<file path="config.mk">
export PLATFORM = sky130hd
export DESIGN_NAME = ccrs_core_regs
export DESIGN_NICKNAME = d
export VERILOG_FILES = /design/src/core/ccrs_pkg.sv /design/src/core/ccrs_return_stack.sv /design/src/core/ccrs_core_regs.sv
export SDC_FILE = /design/constraint.sdc
export NUM_CORES = 1
export LEC_CHECK = 0
export BUFFER_PORTS_ARGS = -buffer_cell sky130_fd_sc_hd__clkbuf_2
export CORE_ASPECT_RATIO = 0.6
export CORE_MARGIN = 2
export CORE_UTILIZATION = 42
export CTS_CLUSTER_DIAMETER = 150
export DETAILED_ROUTE_END_ITERATION = 6
export GPL_TIMING_DRIVEN = 0
export HOLD_SLACK_MARGIN = 0.06
export PLACE_DENSITY = 0.69
export SYNTH_ARGS = -nofsm -noshare
export SYNTH_HDL_FRONTEND = slang
export SYNTH_SLANG_ARGS = --single-unit
</file>
<file path="constraint.sdc">
create_clock -name core_clk -period 5.3 [get_ports core_clk]
set_clock_uncertainty 0.15 [all_clocks]
set_input_delay 0.53 -clock core_clk [delete_from_list [all_inputs] [get_ports core_clk]]
set_output_delay 0.53 -clock core_clk [all_outputs]
set_load 0.01 [all_outputs]
</file>
<file path="src/core/ccrs_pkg.sv">
// package: constants and types of the core register set and program flow
package ccrs_pkg;
    localparam logic [7:0]  ADDR_POINTER_ONE      = 8'h80;
    localparam logic [7:0]  ADDR_POINTER_SECOND   = 8'h81;
    localparam logic [7:0]  ADDR_BYTE_HOLD_ONE    = 8'h82;
    localparam logic [7:0]  ADDR_BYTE_HOLD_SECOND = 8'h83;
    localparam logic [7:0]  ADDR_ACCUMULATOR      = 8'hff;
    localparam logic [7:0]  RESET_DATA            = 8'h00;
    localparam logic [11:0] RESET_VECTOR          = 12'hffe;
    localparam logic [3:0]  RESET_BANK            = 4'h0;
    localparam int          PC_WIDTH              = 12;
    localparam int          STACK_DEPTH           = 6;
    localparam int          MACHINE_DIV           = 13;
    localparam logic [3:0]  MACHINE_LAST          = 4'(MACHINE_DIV - 1);

    // program counter update source, one per machine cycle
    typedef enum logic [2:0]
    {
        CCRS_PC_NEXT   = 3'h0,
        CCRS_PC_JUMP   = 3'h1,
        CCRS_PC_CALL   = 3'h2,
        CCRS_PC_REL    = 3'h3,
        CCRS_PC_IRQ    = 3'h4,
        CCRS_PC_NMI    = 3'h5,
        CCRS_PC_RET    = 3'h6,
        CCRS_PC_INTERRUPT_EXIT   = 3'h7
    } ccrs_pc_op_e;

    // flag effect of the executing instruction
    typedef enum logic [1:0]
    {
        CCRS_FL_KEEP   = 2'h0,
        CCRS_FL_ARITH  = 2'h1,
        CCRS_FL_LOGIC  = 2'h2,
        CCRS_FL_BTEST  = 2'h3
    } ccrs_flag_op_e;

    // flag contexts, one-hot
    typedef enum logic [2:0]
    {
        CCRS_CTX_NORMAL = 3'b001,
        CCRS_CTX_IRQ    = 3'b010,
        CCRS_CTX_NMI    = 3'b100
    } ccrs_ctx_e;

    typedef struct packed
    {
        logic          valid;
        ccrs_pc_op_e   pc_op;
        logic [11:0]   target;
        logic          rel_sub;
        logic [7:0]    offset;
    } ccrs_flow_s;

    typedef struct packed
    {
        ccrs_flag_op_e op;
        logic [7:0]    result;
        logic          carry;
    } ccrs_flag_s;

    typedef struct packed
    {
        logic          rd;
        logic          wr;
        logic [7:0]    addr;
        logic [7:0]    wdata;
    } ccrs_data_s;

    typedef struct packed
    {
        logic          carry;
        logic          zero;
    } ccrs_pair_s;
endpackage

</file>
<file path="src/core/ccrs_return_stack.sv">
// six-level shifting return stack without a pointer
module ccrs_return_stack
    import ccrs_pkg::*;
#(
    parameter int DEPTH = STACK_DEPTH,
    parameter int WIDTH = PC_WIDTH
)
(
    input  wire logic             core_clk,
    input  wire logic             reset,
    input  wire logic             push,
    input  wire logic             pop,
    input  wire logic [WIDTH-1:0] push_data,
    output logic      [WIDTH-1:0] top,
    output logic                  empty
);
    if (DEPTH < 2 || WIDTH < 1)
    begin
        $error("return stack needs two levels and a nonzero width");
    end

    logic [WIDTH-1:0]         level [DEPTH];
    logic [$clog2(DEPTH+1)-1:0] used;

    assign top   = level[0];
    assign empty = (used == '0);

    // ------------------------------------------------------------
    // level shifting
    // ------------------------------------------------------------
    always_ff @(posedge core_clk)
    begin
        if (reset)
        begin
            for (int i = 0; i < DEPTH; i++)
                level[i] <= '0;
        end
        else if (push)
        begin
            // oldest level falls off the bottom
            for (int i = DEPTH - 1; i > 0; i--)
                level[i] <= level[i-1];
            level[0] <= push_data;
        end
        else if (pop && !empty)
        begin
            for (int i = 0; i < DEPTH - 1; i++)
                level[i] <= level[i+1];
        end
    end

    // ------------------------------------------------------------
    // fill count, saturating both ways
    // ------------------------------------------------------------
    always_ff @(posedge core_clk)
    begin
        if (reset)
            used <= '0;
        else if (push && used != DEPTH[$bits(used)-1:0])
            used <= used + 1'b1;
        else if (!push && pop && !empty)
            used <= used - 1'b1;
    end
endmodule

</file>
<file path="src/core/ccrs_core_regs.sv">
// core register set: data-space registers, program counter, flags, stack

module ccrs_core_regs
    import ccrs_pkg::*;
#(
    parameter int          BANK_WIDTH = 4,
    parameter logic [11:0] IRQ_VECTOR = 12'hff0,
    parameter logic [11:0] NMI_VECTOR = 12'hffc
)
(
    input  wire logic              core_clk,
    input  wire logic              reset,
    input  wire ccrs_flow_s        flow,
    input  wire ccrs_flag_s        flag_upd,
    input  wire ccrs_data_s        data_req,
    input  wire logic [BANK_WIDTH-1:0] bank_in,
    input  wire logic              bank_wr,
    output logic [7:0]             data_rdata,
    output logic                   data_hit,
    output logic [11:0]            fetch_addr,
    output logic [BANK_WIDTH-1:0]  fetch_bank,
    output logic                   machine_tick,
    output ccrs_pair_s             active_flags,
    output ccrs_ctx_e              context_now,
    output logic [7:0]             pointer_one_q,
    output logic [7:0]             pointer_second_q,
    output logic [7:0]             accumulator_q
);
    if (BANK_WIDTH < 1 || BANK_WIDTH > 8)
    begin
        $error("bank width must be 1 to 8");
    end

    function automatic logic hits(input ccrs_data_s r, input logic [7:0] a);
        hits = r.wr && (r.addr == a);
    endfunction

    function automatic logic [11:0] rel_sum(input logic [11:0] pc,
                                            input logic        sub,
                                            input logic [7:0]  off);
        rel_sum = sub ? pc - {4'h0, off} : pc + {4'h0, off};
    endfunction

    logic [7:0]  accumulator;
    logic [7:0]  pointer_one;
    logic [7:0]  pointer_second;
    logic [7:0]  byte_hold_one;
    logic [7:0]  byte_hold_second;
    logic [11:0] pc;
    logic [3:0]  div_count;
    logic        tick;
    ccrs_ctx_e   ctx;
    ccrs_ctx_e   ctx_saved;
    ccrs_pair_s  pair_normal;
    ccrs_pair_s  pair_irq;
    ccrs_pair_s  pair_nmi;
    ccrs_pair_s  next_pair;
    logic        step;
    logic        push;
    logic        pop;
    logic [11:0] stack_top;
    logic        stack_empty;
    logic [7:0]  next_rdata;
    logic        next_hit;

    // ------------------------------------------------------------
    // machine cycle divider
    // ------------------------------------------------------------
    always_ff @(posedge core_clk)
    begin
        if (reset)
            div_count <= 4'h0;
        else if (div_count == MACHINE_LAST)
            div_count <= 4'h0;
        else
            div_count <= div_count + 4'h1;
    end

    assign tick = (div_count == MACHINE_LAST);
    assign step = tick && flow.valid;

    always_ff @(posedge core_clk)
    begin
        if (reset)
            machine_tick <= 1'b0;
        else
            machine_tick <= tick;
    end

    // ------------------------------------------------------------
    // data-space registers
    // ------------------------------------------------------------
    always_ff @(posedge core_clk)
    begin
        if (reset)
        begin
            accumulator      <= RESET_DATA;
            pointer_one      <= RESET_DATA;
            pointer_second   <= RESET_DATA;
            byte_hold_one    <= RESET_DATA;
            byte_hold_second <= RESET_DATA;
        end
        else
        begin
            if (hits(data_req, ADDR_ACCUMULATOR))
                accumulator <= data_req.wdata;
            if (hits(data_req, ADDR_POINTER_ONE))
                pointer_one <= data_req.wdata;
            if (hits(data_req, ADDR_POINTER_SECOND))
                pointer_second <= data_req.wdata;
            if (hits(data_req, ADDR_BYTE_HOLD_ONE))
                byte_hold_one <= data_req.wdata;
            if (hits(data_req, ADDR_BYTE_HOLD_SECOND))
                byte_hold_second <= data_req.wdata;
        end
    end

    // read data sees the stored value, not a same-cycle write
    always_comb
    begin
        next_hit   = data_req.rd;
        next_rdata = 8'h00;
        unique case (data_req.addr)
            ADDR_ACCUMULATOR:      next_rdata = accumulator;
            ADDR_POINTER_ONE:      next_rdata = pointer_one;
            ADDR_POINTER_SECOND:   next_rdata = pointer_second;
            ADDR_BYTE_HOLD_ONE:    next_rdata = byte_hold_one;
            ADDR_BYTE_HOLD_SECOND: next_rdata = byte_hold_second;
            default:               next_hit   = 1'b0;
        endcase
    end

    always_ff @(posedge core_clk)
    begin
        if (reset)
        begin
            data_rdata <= 8'h00;
            data_hit   <= 1'b0;
        end
        else
        begin
            data_rdata <= next_hit ? next_rdata : 8'h00;
            data_hit   <= next_hit;
        end
    end

    always_ff @(posedge core_clk)
    begin
        if (reset)
        begin
            pointer_one_q    <= RESET_DATA;
            pointer_second_q <= RESET_DATA;
            accumulator_q    <= RESET_DATA;
        end
        else
        begin
            pointer_one_q    <= pointer_one;
            pointer_second_q <= pointer_second;
            accumulator_q    <= accumulator;
        end
    end

    // ------------------------------------------------------------
    // program counter and bank
    // ------------------------------------------------------------
    assign push = step && (flow.pc_op == CCRS_PC_CALL
                        || flow.pc_op == CCRS_PC_IRQ
                        || flow.pc_op == CCRS_PC_NMI);
    assign pop  = step && (flow.pc_op == CCRS_PC_RET
                        || flow.pc_op == CCRS_PC_INTERRUPT_EXIT);

    always_ff @(posedge core_clk)
    begin
        if (reset)
            pc <= RESET_VECTOR;
        else if (step)
        begin
            unique case (flow.pc_op)
                CCRS_PC_NEXT: pc <= pc + 12'h001;
                CCRS_PC_JUMP: pc <= flow.target;
                CCRS_PC_CALL: pc <= flow.target;
                CCRS_PC_REL:  pc <= rel_sum(pc, flow.rel_sub,
                                            flow.offset);
                CCRS_PC_IRQ:  pc <= IRQ_VECTOR;
                CCRS_PC_NMI:  pc <= NMI_VECTOR;
                CCRS_PC_RET,
                CCRS_PC_INTERRUPT_EXIT:
                    // empty stack: fall through to next instruction
                    pc <= stack_empty ? pc + 12'h001 : stack_top;
            endcase
        end
    end

    always_ff @(posedge core_clk)
    begin
        if (reset)
            fetch_addr <= RESET_VECTOR;
        else
            fetch_addr <= pc;
    end

    always_ff @(posedge core_clk)
    begin
        if (reset)
            fetch_bank <= BANK_WIDTH'(RESET_BANK);
        else if (bank_wr)
            fetch_bank <= bank_in;
    end

    // return address: the counter as it stands when the call is taken
    ccrs_return_stack #(
        .DEPTH     (STACK_DEPTH),
        .WIDTH     (PC_WIDTH)
    ) u_stack (
        .core_clk  (core_clk),
        .reset     (reset),
        .push      (push),
        .pop       (pop),
        .push_data (pc),
        .top       (stack_top),
        .empty     (stack_empty)
    );

    // ------------------------------------------------------------
    // flag context
    // ------------------------------------------------------------
    // one saved context only: an exit restores it and leaves the normal context saved
    always_ff @(posedge core_clk)
    begin
        if (reset)
        begin
            ctx       <= CCRS_CTX_NMI;
            ctx_saved <= CCRS_CTX_NMI;
        end
        else if (step)
        begin
            unique case (flow.pc_op)
                CCRS_PC_IRQ:
                begin
                    ctx_saved <= ctx;
                    ctx       <= CCRS_CTX_IRQ;
                end
                CCRS_PC_NMI:
                begin
                    ctx_saved <= ctx;
                    ctx       <= CCRS_CTX_NMI;
                end
                CCRS_PC_INTERRUPT_EXIT:
                begin
                    ctx       <= ctx_saved;
                    ctx_saved <= CCRS_CTX_NORMAL;
                end
                default:
                    ctx <= ctx;
            endcase
        end
    end

    // ------------------------------------------------------------
    // flag pairs
    // ------------------------------------------------------------
    always_comb
    begin
        unique case (ctx)
            CCRS_CTX_NORMAL: next_pair = pair_normal;
            CCRS_CTX_IRQ:    next_pair = pair_irq;
            CCRS_CTX_NMI:    next_pair = pair_nmi;
            default:         next_pair = pair_nmi;
        endcase
        unique case (flag_upd.op)
            CCRS_FL_KEEP: next_pair = next_pair;
            CCRS_FL_ARITH:
            begin
                next_pair.carry = flag_upd.carry;
                next_pair.zero  = (flag_upd.result == 8'h00);
            end
            CCRS_FL_LOGIC:
                next_pair.zero  = (flag_upd.result == 8'h00);
            CCRS_FL_BTEST:
                next_pair.carry = flag_upd.carry;
        endcase
    end

    // only the active pair is written; on a switch that is the outgoing context's pair
    always_ff @(posedge core_clk)
    begin
        if (reset)
        begin
            pair_normal <= '0;
            pair_irq    <= '0;
            pair_nmi    <= '0;
        end
        else if (step)
        begin
            if (ctx == CCRS_CTX_NORMAL)
                pair_normal <= next_pair;
            if (ctx == CCRS_CTX_IRQ)
                pair_irq <= next_pair;
            if (ctx == CCRS_CTX_NMI)
                pair_nmi <= next_pair;
        end
    end

    always_ff @(posedge core_clk)
    begin
        if (reset)
        begin
            active_flags <= '0;
            context_now  <= CCRS_CTX_NMI;
        end
        else
        begin
            unique case (ctx)
                CCRS_CTX_NORMAL: active_flags <= pair_normal;
                CCRS_CTX_IRQ:    active_flags <= pair_irq;
                CCRS_CTX_NMI:    active_flags <= pair_nmi;
            endcase
            context_now <= ctx;
        end
    end
endmodule

</file>
# After elaboration in Yosys (flattened, before gate mapping)
# Memories as Yosys holds them, arrays and structs flattened.
# Index checks and enable logic that the tools add are counted.
op_classes:
  mul: 0
  reduce_logical: 36
  addsub: 6
  order_cmp: 0
  n_eq_ne: 20
  div_mod_pow: 0
  muxes: 33
  n_shift: 0
  n_bitwise: 12
ops:
  columns: ["operator", "count"]
  rows:
  - ["two-way mux 12 bit", 13]
  - ["one-hot mux 12 bit (6 select lines)", 1]
  - ["equality test 8 bit (second input constant)", 5]
  - ["one-hot mux 8 bit (5 select lines)", 1]
  - ["equality test 3 bit (second input constant)", 5]
  - ["OR reduction 2 bit", 7]
  - ["adder 12 x 1 -> 12 bit (second input constant)", 1]
  - ["adder 12 x 8 -> 12 bit", 1]
  - ["logical AND 1 bit", 12]
  - ["two-way mux 1 bit", 12]
  - ["subtractor 12 x 8 -> 12 bit", 1]
  - ["OR 1 bit", 11]
  - ["AND reduction 2 bit", 5]
  - ["equality test 3 x 2 -> 1 bit (second input constant)", 3]
  - ["one-hot mux 3 bit (3 select lines)", 1]
  - ["logical NOT 8 bit", 1]
  - ["equality test 3 x 1 -> 1 bit (second input constant)", 2]
  - ["logical NOT 3 bit", 2]
  - ["two-way mux 3 bit", 2]
  - ["one-hot mux 2 bit (3 select lines)", 1]
  - ["one-hot mux 3 bit (2 select lines)", 1]
  - ["OR reduction 5 bit", 1]
  - ["adder 4 x 1 -> 4 bit (second input constant)", 1]
  - ["equality test 2 bit (second input constant)", 2]
  - ["11 further kinds", 15]
word_totals:
  register_bits: 126
  latch_bits: 0
  ramBits: 72
  inputBits: 61
  romBits: 0
  out_inout_bits: 55
  n_memories: 1
mem_list:
  columns: ["name", "words", "word_bits", "read_ports", "rd_ports_with_merged_regs", "write_ports", "line_no", "text"]
  rows:
  - ["u_stack.level", 6, 12, 6, 0, 6, "ccrs_return_stack.sv:22", "logic [WIDTH-1:0] level [DEPTH];"]

# Longest topological paths before layout
depth:
  depth_word: 9
  depth_mapped: 11
  mapped_depth_nobuf: 11

# Cells and area by module
# From an unflattened synthesis, not the netlist that was laid out.
hier_totals:
  hier_cells: 910
  area_unflattened_um2: 9044.9
modules_own_cells:
  columns: ["mod", "n_inst", "area_each_um2", "seq_area_each_um2", "cells_per_inst"]
  rows:
  - ["ccrs_core_regs", 1, 5901.9, 2462.4, 713]
  - ["ccrs_return_stack", 1, 3143.0, 2222.1, 197]

# Least setup slack after synthesis
# No wires, ideal clock.
synth_path:
  path_type: "input to register"
  start: "in flow[23] in the netlist's numbering"
  end: "mem u_stack.level[0][0] in the netlist's numbering (enable)"
  setup_time_ps: 428
  path_stages: 5
  path_slack_ps: 1718
  arrival_ps: 3004
  cell_sequence: "buf_6 > or3b_4 > a21oi_2 > or2_2 > nand2b_1"
synth_lines:
  columns: ["item", "line_no", "text"]
  rows:
  - ["start, declared", "ccrs_core_regs.sv:13", "input wire ccrs_flow_s flow,"]
  - ["end, declared", "ccrs_return_stack.sv:22", null]

# Worst setup path after layout
layout_path:
  start: "reg pc[0]"
  end: "reg pc[8]"
layout_between:
  elab_chain_cells: 3
  word_cells_on_any_way: 6
  cone_classes: "3 x add/sub; 3 x mux"
layout_lines:
  columns: ["item", "line_no", "text"]
  rows:
  - ["start, declared", "ccrs_core_regs.sv:49", "logic [11:0] pc;"]
  - ["start signal, assigned", "ccrs_core_regs.sv:179", "CCRS_PC_NEXT: pc <= pc + 12'h001;"]
  - ["start signal, assigned", "ccrs_core_regs.sv:180", "CCRS_PC_JUMP: pc <= flow.target;"]
  - ["start signal, assigned", "ccrs_core_regs.sv:181", "CCRS_PC_CALL: pc <= flow.target;"]
  - ["adder 12 x 1 -> 12 bit, or another cell as far along", "ccrs_core_regs.sv:179, ccrs_core_regs.sv:189", null]
  - ["two-way mux 12 bit, on equally long branches", "ccrs_core_regs.sv:189, ccrs_core_regs.sv:41", null]
  - ["one-hot mux 12 bit (6 select lines) (*)", "ccrs_core_regs.sv:178", "unique case (flow.pc_op)"]
# Mark *: on every way between the ends. The rest lies on a longest branch, timed or not.
# A chain may end at the register's enable or synchronous reset.

==> reports/summary.txt <==
first-pass GRT wire length -> 39.9 mm
library cells used by synthesis -> 71
Row Count -> 41
DR iter-0 viols -> 953
CP max stage delay -> 0.54 ns
Yosys warning total -> 0
Max Buffers Root-to-Sink -> 2
die area -> 22700 um2
CTS tree -> done
Final period util -> 59.6%
PortBufs -> 113
start point of the critical path -> pc[0]$_SDFFE_PP0P_
Setup CP Type -> reg2reg
R2R Path End -> pc[8]$_SDFFE_PP1P_
RSZ-0062 raised after global routing -> no
Period minus WS final -> 3.16 ns
Post-Place Cells -> 1290
drt via density -> 5.82
wire per inst -> 19.9 um
GPL Wtd Cong -> 0.988
Core ar. -> 21000 um2
GR Overflow Total -> 0
Max FO, Critical Path -> 6
Sequential Power Share -> 51.2%
CTS clock-pin slew for the worst setup and hold paths -> 0.08 ns
clock group share of total power -> 41.4%
Main synth FF type -> dfxtp_1
final setup fails -> 0
Hold Path Class -> in2reg
largest net degree at the start of global routing -> 61
Cell Count, Final, Fillers Out -> 1322
FMAX -> 317 MHz
r2r worst-path depth -> 10
Worst Setup EP -> pc[8]$_SDFFE_PP1P_
vias in the first global route -> 6805
Setup crit start kind -> register
Die X-Extent -> 193 um
Post-CTS Setup Bufs -> 0
Net Sw Frac -> 24.4%
Layout Nets -> 1110
Final Util -> 50.0%
mapped cell area -> 9020 um2
WP data required -> 5.53 ns
post-cts repair resize count -> 0
initial cell density of the core -> 42.9%
status -> finished with violations
DRT antenna net count -> 0
Rel. slew slack -> 44.8%
Post-synth EDFFs -> 72
initial antenna violation count -> 0
Die Ht -> 118 um
Comb pwr share -> 7.4%
drt pass-1 iters -> 7
Most common cell on crit path -> inv_1
Max VDD drop -> 0.254 mV
vias -> 7697
CP arrival -> 3.39 ns
ant diodes -> 0
Buffers & Inverters on Critical Path -> 2
critical path, cell by cell -> inv_1 -> ha_1 -> inv_1 -> fa_1 -> a211oi_1 -> o21bai_1 -> a2111oi_0 -> nor3_1 -> nand3b_1 -> a2bb2oi_1
Clock Sinks -> 198
cell depth of the worst setup path -> 10
count of state elements after synthesis -> 198
total routed wirelength -> 26.3 mm
Hold Vio Cnt, Final -> 0
Avg Cell Area, Syn -> 10.0 um2
Pleak -> 4.03 nW
CP Capture Type -> register
P_sw -> 0.768 mW
final-layout fill cell count -> 1968
CTS buffer count -> 17
max-cap viol count -> 0
Top-Level Pins -> 116
cts hold-fix bufs -> 0
DP HPWL -> 19.8 mm
Pwr Total -> 3.14 mW
Overall Global Routing Usage -> 22.9%
Mapped Nets -> 978
worst r2r src -> pc[0]$_SDFFE_PP0P_
pre-CTS setup slack -> 1.89 ns
share of cells above drive strength 1 -> 19.8%
minimum setup slack among reg-to-reg paths -> 2.14 ns
top cell type's share of synthesized area -> 28.0%
asr flop ratio synth -> 0%
area leader, netlist -> dfxtp_1
worst-skew pair later-pin latency -> 0.45 ns
slew at the pin closest to its max-slew limit -> 0.828 ns
Pint -> 2.38 mW
final setup margin -> 2.14 ns
Syn-to-layout area delta -> 16.7%
ranking of synthesized cells by area -> dfxtp_1 28%, edfxtp_1 24%, a22o_1 5.9%
DRC violations left -> 1
Crit-path slowest cell -> a2111oi_0
H-tree Lvls -> 4
Power Dens Cells -> 299 nW/um2
setup TNS -> 0 ns
failing checks -> DRC
Gate Count Post-Synth -> 898
Seq/Total Area, Yosys -> 51.9%
cell family with most CP delay -> compound AO/OA/AOI/OAI gates
CTS root buffer -> clkbuf_16
Max Slew Vio Count -> 0
[flip-flops by register name, summed over array words and instances (netlist names), 3 cells and up]
name and count:
accumulator 8, accumulator_q 8, byte_hold_second 8, ctx_saved 3, div_count 4, pc 12
fetch_bank 4, data_rdata 8, u_stack.level 72, fetch_addr 12, ctx 3, byte_hold_one 8
pointer_second_q 8, context_now 3, pointer_second 8, pointer_one 8, pointer_one_q 8, u_stack.used 3
[layout make-up]
cell class                      instances  area, um2  share of cell area (%)
Buffer                                 56        279                    2.65
Clock buffer                           18        429                    4.08
Clock inverter                         14        151                    1.44
Inverter                               20       75.1                   0.713
Multi-Input combinational cell        624       3990                    37.9
Sequential cell                       198       4680                    44.5
Tap cell                              279        349                    3.32
Timing Repair Buffer                  113        566                    5.37
[Yosys cell counts, drive strengths merged, types with 6 or more instances]
| cell type | number |
|---|---|
| buf | 33 |
| xnor2 | 18 |
| maj3 | 6 |
| nor2 | 62 |
| and3 | 6 |
| or2 | 14 |
| a22o | 61 |
| a21oi | 96 |
| dfxtp | 126 |
| nand2b | 12 |
| nor4 | 7 |
| o21ai | 31 |
| ha | 17 |
| nand3 | 44 |
| nand2 | 87 |
| a22oi | 12 |
| edfxtp | 72 |
| and2 | 14 |
| nor3 | 13 |
| a222oi | 8 |
| mux2i | 11 |
| nor2b | 28 |
| clkbuf | 23 |
| inv | 20 |
[worst min path at each step]
| stage | start | end | slack [ns] | depth (start not counted) |
|---|---|---|---|---|
| floorplan | byte_hold_second[0]$_SDFFE_PP0P_ | byte_hold_second[0]$_SDFFE_PP0P_ | 0.29 | 2 |
| global placement | byte_hold_one[4]$_SDFFE_PP0P_ | byte_hold_one[4]$_SDFFE_PP0P_ | 0.29 | 2 |
| detailed placement | byte_hold_second[5]$_SDFFE_PP0P_ | byte_hold_second[5]$_SDFFE_PP0P_ | 0.30 | 2 |
| CTS | bank_in[0] | fetch_bank[0]$_SDFFE_PP0P_ | 0.17 | 3 |
| global route | bank_in[3] | fetch_bank[3]$_SDFFE_PP0P_ | 0.19 | 3 |
| finish | bank_in[1] | fetch_bank[1]$_SDFFE_PP0P_ | 0.18 | 3 |
[cell usage in the layout, fill, tap and decap left out, drive strengths merged, types with 6 or more instances in the layout]
cell and n:
a21oi 96, a222oi 8, a22o 61, a22oi 12, and2 14, and3 6, buf 33, clkbuf 154
clkinv 8, dfxtp 126, edfxtp 72, ha 17, inv 24, maj3 6, mux2i 11, nand2 87
nand2b 12, nand3 44, nor2 62, nor2b 28, nor3 13, nor4 7, o21ai 31, or2 14
xnor2 18
[logic make-up (layout without fill, tap and decap cells)]
| kind of cell | Yosys count | in the layout | synth area share (%) |
|---|---|---|---|
| fa+ha+maj | 25 | 25 | 3.47 |
| buf+inv | 76 | 221 | 3.92 |
| mux | 12 | 12 | 1.35 |
| compound gates | 251 | 251 | 18.8 |
| xor+xnor | 23 | 23 | 2.23 |
| simple gates | 313 | 313 | 18.3 |
| flops | 198 | 198 | 51.9 |
[worst min-delay path: cells and delay by family]
kind / cells / cell delay, ns
mux: 1 / 0.06
simple gates: 1 / 0.07
buf+inv: 1 / 0.08
[metal layers]
layer / routed length (um) / vias up / GRT usage (%)
li1: - / 3556 / -
met1: 13000 / 3676 / 37.3
met2: 9530 / 442 / 27.3
met3: 3530 / 23 / 8.48
met4: 240 / 0 / 5.25
met5: 0 / - / 0
[power by group through the flow]
stage               Clock, mW  Sequential [mW]  Combinational (mW)
finish                   1.30             1.61               0.232
global route             1.37             1.61               0.251
CTS                      1.31             1.61               0.225
detailed placement          0             1.64               0.225
global placement            0             1.65               0.222
floorplan                   0             1.64               0.134
[per-stage QoR]
| stage | hold WS [ns] | cell area [um2] |
|---|---|---|
| global placement | 0.292 | 9940 |
| floorplan | 0.286 | 9020 |
| CTS | 0.173 | 10500 |
| global route | 0.190 | 10500 |
| detailed placement | 0.297 | 9950 |
| finish | 0.179 | 10500 |
Note: power is estimated with default switching activity, not from simulation.
